`src/shared/slc_defs.vh`:
```
// constants for the status lamp controller
// assumes a 40 mhz module clock
`ifndef SLC_DEFS_VH
`define SLC_DEFS_VH
`define SLC_CLK_HZ 40000000
`define SLC_FLASH_PER_SEC 4
`define SLC_HALF_PERIOD_CYC 23'h4c4b40
`define SLC_PHASE_RST 1'b1
`define SLC_CNT_W 23
`define SLC_LAMP_OFF 1'b0
`define SLC_LAMP_ON 1'b1
`endif

```
`src/rtl/slc_lamp_ctrl.v`:
```
// status lamp controller: green run lamp and yellow calibration lamp
// assumes status inputs come from other logic, possibly another clock, so all are synchronised
// assumes nrst is asynchronous and active low
`timescale 1ns/1ps
`include "slc_defs.vh"

// Summary of operation
// - the green lamp is steady on while the link is up and there is no fault.
// - after power-on, while waiting for init data, the green lamp flashes 4 times per second.
// - erroneous init data keeps the link down and the green lamp flashing.
// - a lost link makes the green lamp flash, and a restored link makes it steady again.
// - the green lamp is off on a module fault and when unpowered (in reset).
// - the yellow lamp meaning follows the selected mode, running or calibration; the green lamp ignores the mode.
// - in running mode the yellow lamp is always off.
// - in calibration mode with link up, no fault and no run active, the yellow lamp flashes 4 times per second.
// - while a calibration and detection run is active in calibration mode with link up and no fault, the yellow lamp is steady on.
// - when a run finishes, the yellow lamp returns to flashing.
// - in calibration mode without a link, the yellow lamp is off whatever the run state.
// - the link status shown is that of the fieldbus used to upload measurements.
module slc_lamp_ctrl #(
  parameter [`SLC_CNT_W-1:0] HALF_PERIOD = `SLC_HALF_PERIOD_CYC
) (
  clk,
  nrst,
  link_up,
  init_err,
  module_fault,
  cal_mode,
  cal_active,
  run_lamp,
  cal_lamp
);
  input wire clk;
  input wire nrst;
  input wire link_up;
  input wire init_err;
  input wire module_fault;
  input wire cal_mode;
  input wire cal_active;
  output wire run_lamp;
  output wire cal_lamp;

  // ****************************************
  // input synchronisers
  // ****************************************
  wire link_s;
  wire err_s;
  wire fault_s;
  wire mode_s;
  wire act_s;

  slc_sync2 u_sync_link (
    .clk(clk),
    .nrst(nrst),
    .d(link_up),
    .q(link_s)
  );
  slc_sync2 u_sync_err (
    .clk(clk),
    .nrst(nrst),
    .d(init_err),
    .q(err_s)
  );
  slc_sync2 u_sync_fault (
    .clk(clk),
    .nrst(nrst),
    .d(module_fault),
    .q(fault_s)
  );
  slc_sync2 u_sync_mode (
    .clk(clk),
    .nrst(nrst),
    .d(cal_mode),
    .q(mode_s)
  );
  slc_sync2 u_sync_act (
    .clk(clk),
    .nrst(nrst),
    .d(cal_active),
    .q(act_s)
  );

  // ****************************************
  // shared flash timebase
  // ****************************************
  localparam [`SLC_CNT_W-1:0] CNT_ONE = {{(`SLC_CNT_W-1){1'b0}}, 1'b1};
  localparam [`SLC_CNT_W-1:0] CNT_ZERO = {`SLC_CNT_W{1'b0}};
  localparam [`SLC_CNT_W-1:0] CNT_LAST = HALF_PERIOD - CNT_ONE;

  reg [`SLC_CNT_W-1:0] cnt_reg;
  reg [`SLC_CNT_W-1:0] cnt_next;
  reg phase_reg;
  reg phase_next;
  wire flash_tc;
  wire flash_lvl;

  assign flash_tc = (cnt_reg >= CNT_LAST);
  assign flash_lvl = phase_reg;

  always @* begin
    if (flash_tc)
      cnt_next = CNT_ZERO;
    else
      cnt_next = cnt_reg + CNT_ONE;
  end

  always @* begin
    if (flash_tc)
      phase_next = ~phase_reg;
    else
      phase_next = phase_reg;
  end

  always @(posedge clk or negedge nrst) begin
    if (!nrst) begin
      cnt_reg <= CNT_ZERO;
    end else begin
      cnt_reg <= cnt_next;
    end
  end

  always @(posedge clk or negedge nrst) begin
    if (!nrst) begin
      phase_reg <= `SLC_PHASE_RST;
    end else begin
      phase_reg <= phase_next;
    end
  end

  // ****************************************
  // status decode
  // ****************************************
  wire link_ok;
  wire run_mode;
  wire green_dark;
  wire green_steady;
  wire yellow_dark;
  wire yellow_steady;

  assign link_ok = link_s & ~err_s;
  assign run_mode = ~mode_s;
  assign green_dark = fault_s;
  assign green_steady = ~fault_s & link_ok;
  assign yellow_dark = run_mode | fault_s | ~link_ok;
  assign yellow_steady = act_s;

  // ****************************************
  // lamp state machines
  // ****************************************
  localparam [2:0] G_OFF = 3'h1;
  localparam [2:0] G_FLASH = 3'h2;
  localparam [2:0] G_ON = 3'h4;
  localparam [2:0] Y_OFF = 3'h1;
  localparam [2:0] Y_FLASH = 3'h2;
  localparam [2:0] Y_ON = 3'h4;

  reg [2:0] g_reg;
  reg [2:0] g_next;
  reg [2:0] y_reg;
  reg [2:0] y_next;

  always @* begin
    case (g_reg)
      G_OFF: begin
        if (green_dark)
          g_next = G_OFF;
        else if (green_steady)
          g_next = G_ON;
        else
          g_next = G_FLASH;
      end

      G_FLASH: begin
        if (green_dark)
          g_next = G_OFF;
        else if (green_steady)
          g_next = G_ON;
        else
          g_next = G_FLASH;
      end

      G_ON: begin
        if (green_dark)
          g_next = G_OFF;
        else if (green_steady)
          g_next = G_ON;
        else
          g_next = G_FLASH;
      end

      default: begin
        g_next = G_OFF;
      end
    endcase
  end

  always @* begin
    case (y_reg)
      Y_OFF: begin
        if (yellow_dark)
          y_next = Y_OFF;
        else if (yellow_steady)
          y_next = Y_ON;
        else
          y_next = Y_FLASH;
      end

      Y_FLASH: begin
        if (yellow_dark)
          y_next = Y_OFF;
        else if (yellow_steady)
          y_next = Y_ON;
        else
          y_next = Y_FLASH;
      end

      Y_ON: begin
        if (yellow_dark)
          y_next = Y_OFF;
        else if (yellow_steady)
          y_next = Y_ON;
        else
          y_next = Y_FLASH;
      end

      default: begin
        y_next = Y_OFF;
      end
    endcase
  end

  always @(posedge clk or negedge nrst) begin
    if (!nrst) begin
      g_reg <= G_OFF;
    end else begin
      g_reg <= g_next;
    end
  end

  always @(posedge clk or negedge nrst) begin
    if (!nrst) begin
      y_reg <= Y_OFF;
    end else begin
      y_reg <= y_next;
    end
  end

  // ****************************************
  // lamp drives
  // ****************************************
  reg run_lamp_reg;
  reg run_lamp_next;
  reg cal_lamp_reg;
  reg cal_lamp_next;

  always @* begin
    case (g_reg)
      G_ON: begin
        run_lamp_next = `SLC_LAMP_ON;
      end

      G_FLASH: begin
        run_lamp_next = flash_lvl;
      end

      G_OFF: begin
        run_lamp_next = `SLC_LAMP_OFF;
      end

      default: begin
        run_lamp_next = `SLC_LAMP_OFF;
      end
    endcase
  end

  always @* begin
    case (y_reg)
      Y_ON: begin
        cal_lamp_next = `SLC_LAMP_ON;
      end

      Y_FLASH: begin
        cal_lamp_next = flash_lvl;
      end

      Y_OFF: begin
        cal_lamp_next = `SLC_LAMP_OFF;
      end

      default: begin
        cal_lamp_next = `SLC_LAMP_OFF;
      end
    endcase
  end

  always @(posedge clk or negedge nrst) begin
    if (!nrst) begin
      run_lamp_reg <= `SLC_LAMP_OFF;
    end else begin
      run_lamp_reg <= run_lamp_next;
    end
  end

  always @(posedge clk or negedge nrst) begin
    if (!nrst) begin
      cal_lamp_reg <= `SLC_LAMP_OFF;
    end else begin
      cal_lamp_reg <= cal_lamp_next;
    end
  end

  assign run_lamp = run_lamp_reg;
  assign cal_lamp = cal_lamp_reg;
endmodule

```
`src/rtl/slc_sync2.v`:
```
// two flip-flop synchroniser for one level input
// assumes the input is asynchronous to clk
`timescale 1ns/1ps
module slc_sync2 (
  clk,
  nrst,
  d,
  q
);
  input wire clk;
  input wire nrst;
  input wire d;
  output wire q;
  reg meta_reg;
  reg q_reg;

  always @(posedge clk or negedge nrst) begin
    if (!nrst) begin
      meta_reg <= 1'b0;
      q_reg <= 1'b0;
    end else begin
      meta_reg <= d;
      q_reg <= meta_reg;
    end
  end

  assign q = q_reg;
endmodule

```
`config.mk`:
```
export PLATFORM = sky130hd
export DESIGN_NAME = slc_lamp_ctrl
export DESIGN_NICKNAME = d
export VERILOG_FILES = /design/src/rtl/slc_lamp_ctrl.v /design/src/rtl/slc_sync2.v
export VERILOG_INCLUDE_DIRS = /design/src /design/src/shared
export SDC_FILE = /design/constraint.sdc
export NUM_CORES = 1
export LEC_CHECK = 0
export BUFFER_PORTS_ARGS = -buffer_cell sky130_fd_sc_hd__buf_2
export CORE_UTILIZATION = 45
export DETAILED_ROUTE_END_ITERATION = 8
export GPL_ROUTABILITY_DRIVEN = 0
export SYNTH_ARGS = -nofsm -noshare
export SYNTH_HDL_FRONTEND = slang
export SYNTH_SLANG_ARGS = --single-unit
```
`constraint.sdc`:
```
create_clock -name clk -period 4.35 [get_ports clk]
set_input_delay 0.435 -clock clk [delete_from_list [all_inputs] [get_ports clk]]
set_output_delay 0.435 -clock clk [all_outputs]
set_load 0.01 [all_outputs]
```
==> results of run 1 <==
==> cells by family (layout without fill, tap and decap cells) <==
group / after synthesis / count (layout) / share of synthesized area
compound gates: 12 / 12 / 0.0516
fa+ha+maj: 1 / 1 / 0.00688
flops: 42 / 42 / 0.580
buf+inv: 10 / 23 / 0.0296
simple gates: 77 / 77 / 0.215
mux: 1 / 1 / 0.00619
xor+xnor: 23 / 23 / 0.111
==> through the flow <==
step | cells | util
3_3_place_gp | 219 | 0.501
6_report | 227 | 0.531
2_1_floorplan | 166 | -
4_1_cts | 227 | 0.531
3_5_place_dp | 219 | 0.501
5_1_grt | 227 | 0.531
==> worst max-delay path: stages, from the launching register on <==
cell	delay, ns
dfrtp_1	0.42
nor2_1	0.18
nor4b_2	0.29
nand3_1	0.19
o21bai_4	0.48
xor2_1	0.21
==> cells in the mapped netlist (2+ instances only) <==
cell type | count | area, sq um
inv_1 | 7 | 26.3
o211ai_1 | 2 | 15.0
nor2_1 | 32 | 120
nand4_1 | 6 | 37.5
o21ai_0 | 2 | 10.0
nand3_1 | 7 | 35.0
xor2_1 | 17 | 149
xnor2_1 | 6 | 52.6
nor3_1 | 4 | 20.0
dfrtp_1 | 39 | 976
and3_1 | 4 | 25.0
nand2_1 | 14 | 52.6
dfstp_2 | 3 | 78.8
a21oi_1 | 4 | 20.0
buf_6 | 2 | 22.5
==> per-layer routing <==
| metal | GRT usage | wire length, um | part of all wire |
|---|---|---|---|
| met3 | 0.0417 | 105 | 0.034 |
| met5 | 0 | 0 | 0 |
| met4 | 0.0870 | 60 | 0.020 |
| met2 | 0.287 | 1430 | 0.47 |
| met1 | 0.213 | 1460 | 0.48 |
==> power groups by stage <==
stage | Clock (mW) | Combinational, mW | Sequential [mW]
2_1_floorplan | 0 | 0.00728 | 0.413
3_3_place_gp | 0 | 0.0182 | 0.414
3_5_place_dp | 0 | 0.0196 | 0.415
4_1_cts | 0.308 | 0.0198 | 0.407
5_1_grt | 0.323 | 0.0218 | 0.409
6_report | 0.299 | 0.0188 | 0.407
==> area by class of cell <==
| type | instances | area [sq um] |
|---|---|---|
| repair buffers | 8 | 40.0 |
| clock inverters | 2 | 37.5 |
| inverters | 7 | 26.3 |
| fillers | 334 | 1770 |
| clock buffers | 6 | 72.6 |
| flip-flops and latches | 42 | 1050 |
| multi-input cells | 114 | 709 |
| well taps | 48 | 60.1 |
==> how the worst max path moves through the flow <==
stage,endpoint,cells past startpoint,slack (ns)
final,flash_lvl$_DFFE_PN1P_,5,2.50
after global routing,cnt_reg[10]$_DFF_PN0_,5,2.28
after CTS,flash_lvl$_DFFE_PN1P_,5,2.48
after detailed placement,flash_lvl$_DFFE_PN1P_,5,2.50
after global placement,flash_lvl$_DFFE_PN1P_,5,2.57
after floorplan,cnt_reg[10]$_DFF_PN0_,6,2.85
==> summary.md, run 1 <==
| Metric | Value |
|---|---|
| Run status | `completed` |
| Fmax | `542 MHz` |
| Initial antenna violation count | `0` |
| HP Class | `input pin to flop` |
| CTS Buffer Depth | `2` |
| Finish-stage setup viols | `0` |
| CTS Hold Bufs | `0` |
| Placed wire-length estimate | `2.11 mm` |
| Pre-CTS WS | `2.50 ns` |
| Synthesized flop and latch total | `42` |
| Global-route congestion overflow total | `0` |
| Final worst setup slack | `2.50 ns` |
| Worst setup path startpoint | `cnt_reg[20]$_DFF_PN0_` |
| Final wirelength | `3.05 mm` |
| Cell Pwr Density | `363 nW/um^2` |
| Post-Route Setup TNS | `0 ns` |
| Distinct cells, synth | `32` |
| P&R area growth vs syn | `10.0%` |
| Most common cell after layout, fill and taps aside | `dfrtp_1` |
| Total number of vias | `1179` |
| Max reg flops | `23` |
| Main synth FF type | `dfrtp_1` |
| Gr usage total | `0.174` |
| Worst r2r src | `cnt_reg[20]$_DFF_PN0_` |
| RSZ-0062 raised after global routing | `false` |
| # DRC | `0` |
| Net count, final | `186` |
| Switching portion of total power | `0.203` |
| Power share of the combinational group | `0.026` |
| Worst EP arrival | `2.06 ns` |
| Pin count of the biggest net entering global routing | `43` |
| CTS clock-pin slew for the worst setup and hold paths | `0.08 ns` |
| Worst-margin pin slew | `0.894 ns` |
| RR Endpoint | `flash_lvl$_DFFE_PN1P_` |
| Crit start category | `flop` |
| First-pass GRT wire length | `5.47 mm` |
| Placed inst area | `1890 sq um` |
| Sequential share of power | `0.561` |
| Max VDD drop | `210 uV` |
| Mapped Cells | `166` |
| Vias in the first global route | `1247` |
| Die Wd | `65.6 um` |
| Register area share after synthesis | `0.580` |
| Final Max Slew Viols | `0` |
| Leading cell types in the layout, fill and taps excluded | `dfrtp_1 (39), nor2_1 (32), xor2_1 (17)` |
| R2R cell count | `5` |
| Net count after synthesis | `174` |
| Period utilisation layout | `0.424` |
| Clock Skew | `0.00335 ns` |
| H-tree lvl count | `2` |
| Post-layout min period | `1.85 ns` |
| Crit-path max FO | `23` |
| Antenna violation net count after detailed routing | `0` |
| DR pass1 iterations | `4` |
| Post-Syn Area per Cell | `11.0 sq um` |
| Reg2reg setup slack | `2.50 ns` |
| Worst Hold Depth | `1` |
| Die height | `65.6 um` |
| Postcts setup bufs | `0` |
| Worst Hold Endpoint | `u_sync_link.meta_reg$_DFF_PN0_` |
| Worst EP required | `4.57 ns` |
| Initial core utilization | `0.482` |
| Fin Hold WS | `0.248 ns` |
| Ys async rst share | `1.00` |
| Post-CTS Resized | `0` |
| CTS tree | `built` |
| Drt wl/cell | `13.4 um` |
| Num rows | `22` |
| Total number of yosys warnings | `0` |
| Ant diodes | `0` |
| Hold Path Origin | `link_up` |
| Critical Path End Type | `flop` |
| I/O pins | `9` |
| Number of port buffers | `8` |
| Worst-Skew Late Latency | `0.29 ns` |
| Final Total Pwr | `0.726 mW` |
| Clock buffer count from CTS | `5` |
| Leakage | `0.923 nW` |
| Final hold vios | `0` |
| CORE AREA | `3770 sq um` |
| Psw | `0.147 mW` |
| Cell Area, Synth | `1820 sq um` |
| Design area | `2000 sq um` |
| WS Path Type | `flop to flop` |
| Initial DRC count | `54` |
| Headroom to the max-slew limit | `0.404` |
| Max-cap violations | `0` |
| Pint | `0.579 mW` |
| Routed vias/inst | `5.19` |
| Clk Tree Root Cell | `clkbuf_8` |
| Die Area | `4300 sq um` |
| Clock sink count | `42` |
| EDFF count, synth | `0` |
| Layout cells sized above 1 | `0.145` |
| Clock power frac | `0.413` |
Note: power is estimated with default switching activity, not from simulation.
==> run 2: changes to the inputs <==
==> constraint.sdc (replaced) <==
create_clock -name clk -period 1.6 [get_ports clk]
set_input_delay 0.16 -clock clk [delete_from_list [all_inputs] [get_ports clk]]
set_output_delay 0.16 -clock clk [all_outputs]
set_load 0.01 [all_outputs]
==> run 2 against run 1 <==
Worst setup slack got worse by 2.5 ns. Critical path depth grew 1. Non-clock buffer count increased by 35. Die area unchanged. Clock power rose by 120%. Worst hold slack better by 0.094 ns. Largest cell class unchanged. Largest power group unchanged.
==> summary.md, run 2 (synthesis gave the netlist of run 1 again) <==
| Metric | Value |
|---|---|
| Run status | `completed` |
| Pin count of the biggest net entering global routing | `22` |
| # DRC | `0` |
| Headroom to the max-slew limit | `0.689` |
| First-pass GRT wire length | `6.04 mm` |
| CORE AREA | `3770 sq um` |
| Die height | `65.6 um` |
| Antenna violation net count after detailed routing | `0` |
| CTS clock-pin slew for the worst setup and hold paths | `0.08 ns` |
| Max incr delay on CP | `0.43 ns` |
| Layout cells sized above 1 | `0.335` |
| WP depth | `6` |
| Vias in the first global route | `1359` |
| Worst EP arrival | `1.82 ns` |
| Initial core utilization | `0.482` |
| Cell Pwr Density | `759 nW/um^2` |
| RSZ-0062 raised after global routing | `true` |
| Worst-margin pin slew | `0.466 ns` |
| I/O pins | `9` |
| H-tree lvl count | `2` |
| Num rows | `22` |
| Leading cell types in the layout, fill and taps excluded | `dfrtp_1 (39), buf_4 (26), nor2_1 (23)` |
| Max-cap violations | `0` |
| Clock sink count | `42` |
| Clock buffer count from CTS | `5` |
| Initial DRC count | `47` |
| Net count, final | `222` |
| Placed wire-length estimate | `2.24 mm` |
| WP buf/inv | `1` |
| Number of port buffers | `8` |
| Crit-path max FO | `4` |
| Period utilisation layout | `0.997` |
| CP top delay family | `compound AO/OA/AOI/OAI gates` |
| P&R area growth vs syn | `33.2%` |
| Crit start category | `flop` |
| Initial antenna violation count | `0` |
| Post-Route Setup TNS | `0 ns` |
| Routed vias/inst | `4.97` |
| Die Area | `4300 sq um` |
| Max reg flops | `23` |
| Finish-stage setup viols | `0` |
| WS Path Type | `flop to flop` |
| Ant diodes | `0` |
| Global-route congestion overflow total | `0` |
| DR pass1 iterations | `4` |
| Die Wd | `65.6 um` |
| Max VDD drop | `634 uV` |
| Pre-CTS WS | `-0.179 ns` |
| R2R cell count | `6` |
| Leakage | `1.11 nW` |
| Most common cell after layout, fill and taps aside | `dfrtp_1` |
| Clk Tree Root Cell | `clkbuf_8` |
| Final wirelength | `3.50 mm` |
| Clock Skew | `0.00487 ns` |
| Drt wl/cell | `13.3 um` |
| CTS Buffer Depth | `2` |
| Register area | `1050 sq um` |
| Final Total Pwr | `1.84 mW` |
| Total number of vias | `1308` |
| Critical Path End Type | `flop` |
| Worst EP required | `1.82 ns` |
| Fmax | `627 MHz` |
| CTS tree | `built` |
| Area occupied by multi-input gates | `838 sq um` |
| CP cell instances | `nand3_2 > a21o_1 > a221oi_4 > o21bai_4 > buf_6 > xor2_1` |
| Final worst setup slack | `0.00499 ns` |
| Post-layout min period | `1.60 ns` |
| Final Max Slew Viols | `0` |
| Fillers | `296` |
| Slowest cell on the critical path | `dfrtp_1` |
| HP Class | `input pin to asynchronous set/reset pin` |
| Gr usage total | `0.194` |
| Worst-Skew Late Latency | `0.29 ns` |
| Final hold vios | `0` |
==> run 2: cell types whose count changed in the layout (fill, tap and decap cells not counted), moves of 2 or more <==
cell / before / now
dlygate4sd3_1: 0 / 6
nand3_1: 7 / 5
nand3_2: 0 / 2
buf_4: 0 / 26
nor2_4: 0 / 5
nor2_1: 32 / 23
nor2_2: 1 / 5
==> run 2: worst paths after layout <==
path | startpoint | endpoint | slack, ns
max reg2reg | cnt_reg[9]$_DFF_PN0_ | flash_lvl$_DFFE_PN1P_ | 0.005
min in group clk | u_sync_link.meta_reg$_DFF_PN0_ | u_sync_link.q$_DFF_PN0_ | 0.35
min reg2reg | u_sync_link.meta_reg$_DFF_PN0_ | u_sync_link.q$_DFF_PN0_ | 0.35
max in group asynchronous | nrst | g_reg[0]$_DFF_PN1_ | 0.67
min | nrst | y_reg[1]$_DFF_PN0_ | 0.34
max | cnt_reg[9]$_DFF_PN0_ | flash_lvl$_DFFE_PN1P_ | 0.005
==> run 2: where the power goes <==
group          switching (mW)  leakage, nW  internal [mW]  total (mW)
sequential             0.0147        0.537           1.09        1.11
combinational          0.0359        0.529         0.0296      0.0656
clock                   0.359       0.0441          0.306       0.665
==> run 2: cell type report <==
cell class | instances | area share
Clock inverter | 3 | 0.00879
Multi-Input combinational cell | 115 | 0.346
Tap cell | 48 | 0.0248
Sequential cell | 42 | 0.436
Inverter | 7 | 0.0109
Timing Repair Buffer | 43 | 0.145
Clock buffer | 5 | 0.0284
==> run 2: routing by layer <==
metal | global-route usage | share of wire
met1 | 0.230 | 0.45
met2 | 0.316 | 0.50
met3 | 0.0625 | 0.029
met4 | 0.0924 | 0.018
met5 | 0 | 0
==> run 2: stage by stage <==
| stage | util | instances | hold WS, ns | cell area, sq um |
|---|---|---|---|---|
| 2_1_floorplan | - | 166 | -0.136 | 1820 |
| 3_3_place_gp | 0.539 | 238 | 0.138 | 2030 |
| 3_5_place_dp | 0.539 | 238 | 0.149 | 2030 |
| 4_1_cts | 0.601 | 259 | 0.353 | 2270 |
| 5_1_grt | 0.642 | 263 | 0.365 | 2420 |
| 6_report | 0.642 | 263 | 0.341 | 2420 |
==> run 2: what timing repair did <==
action / CTS / global route
hold endpoints to repair: 22 / 0
resized for setup: 4 / 22
hold buffers: 6 / 0
setup endpoints to repair: 23 / 23
pin swaps: 3 / 8
setup buffers: 6 / 3
gates cloned: 1 / 1
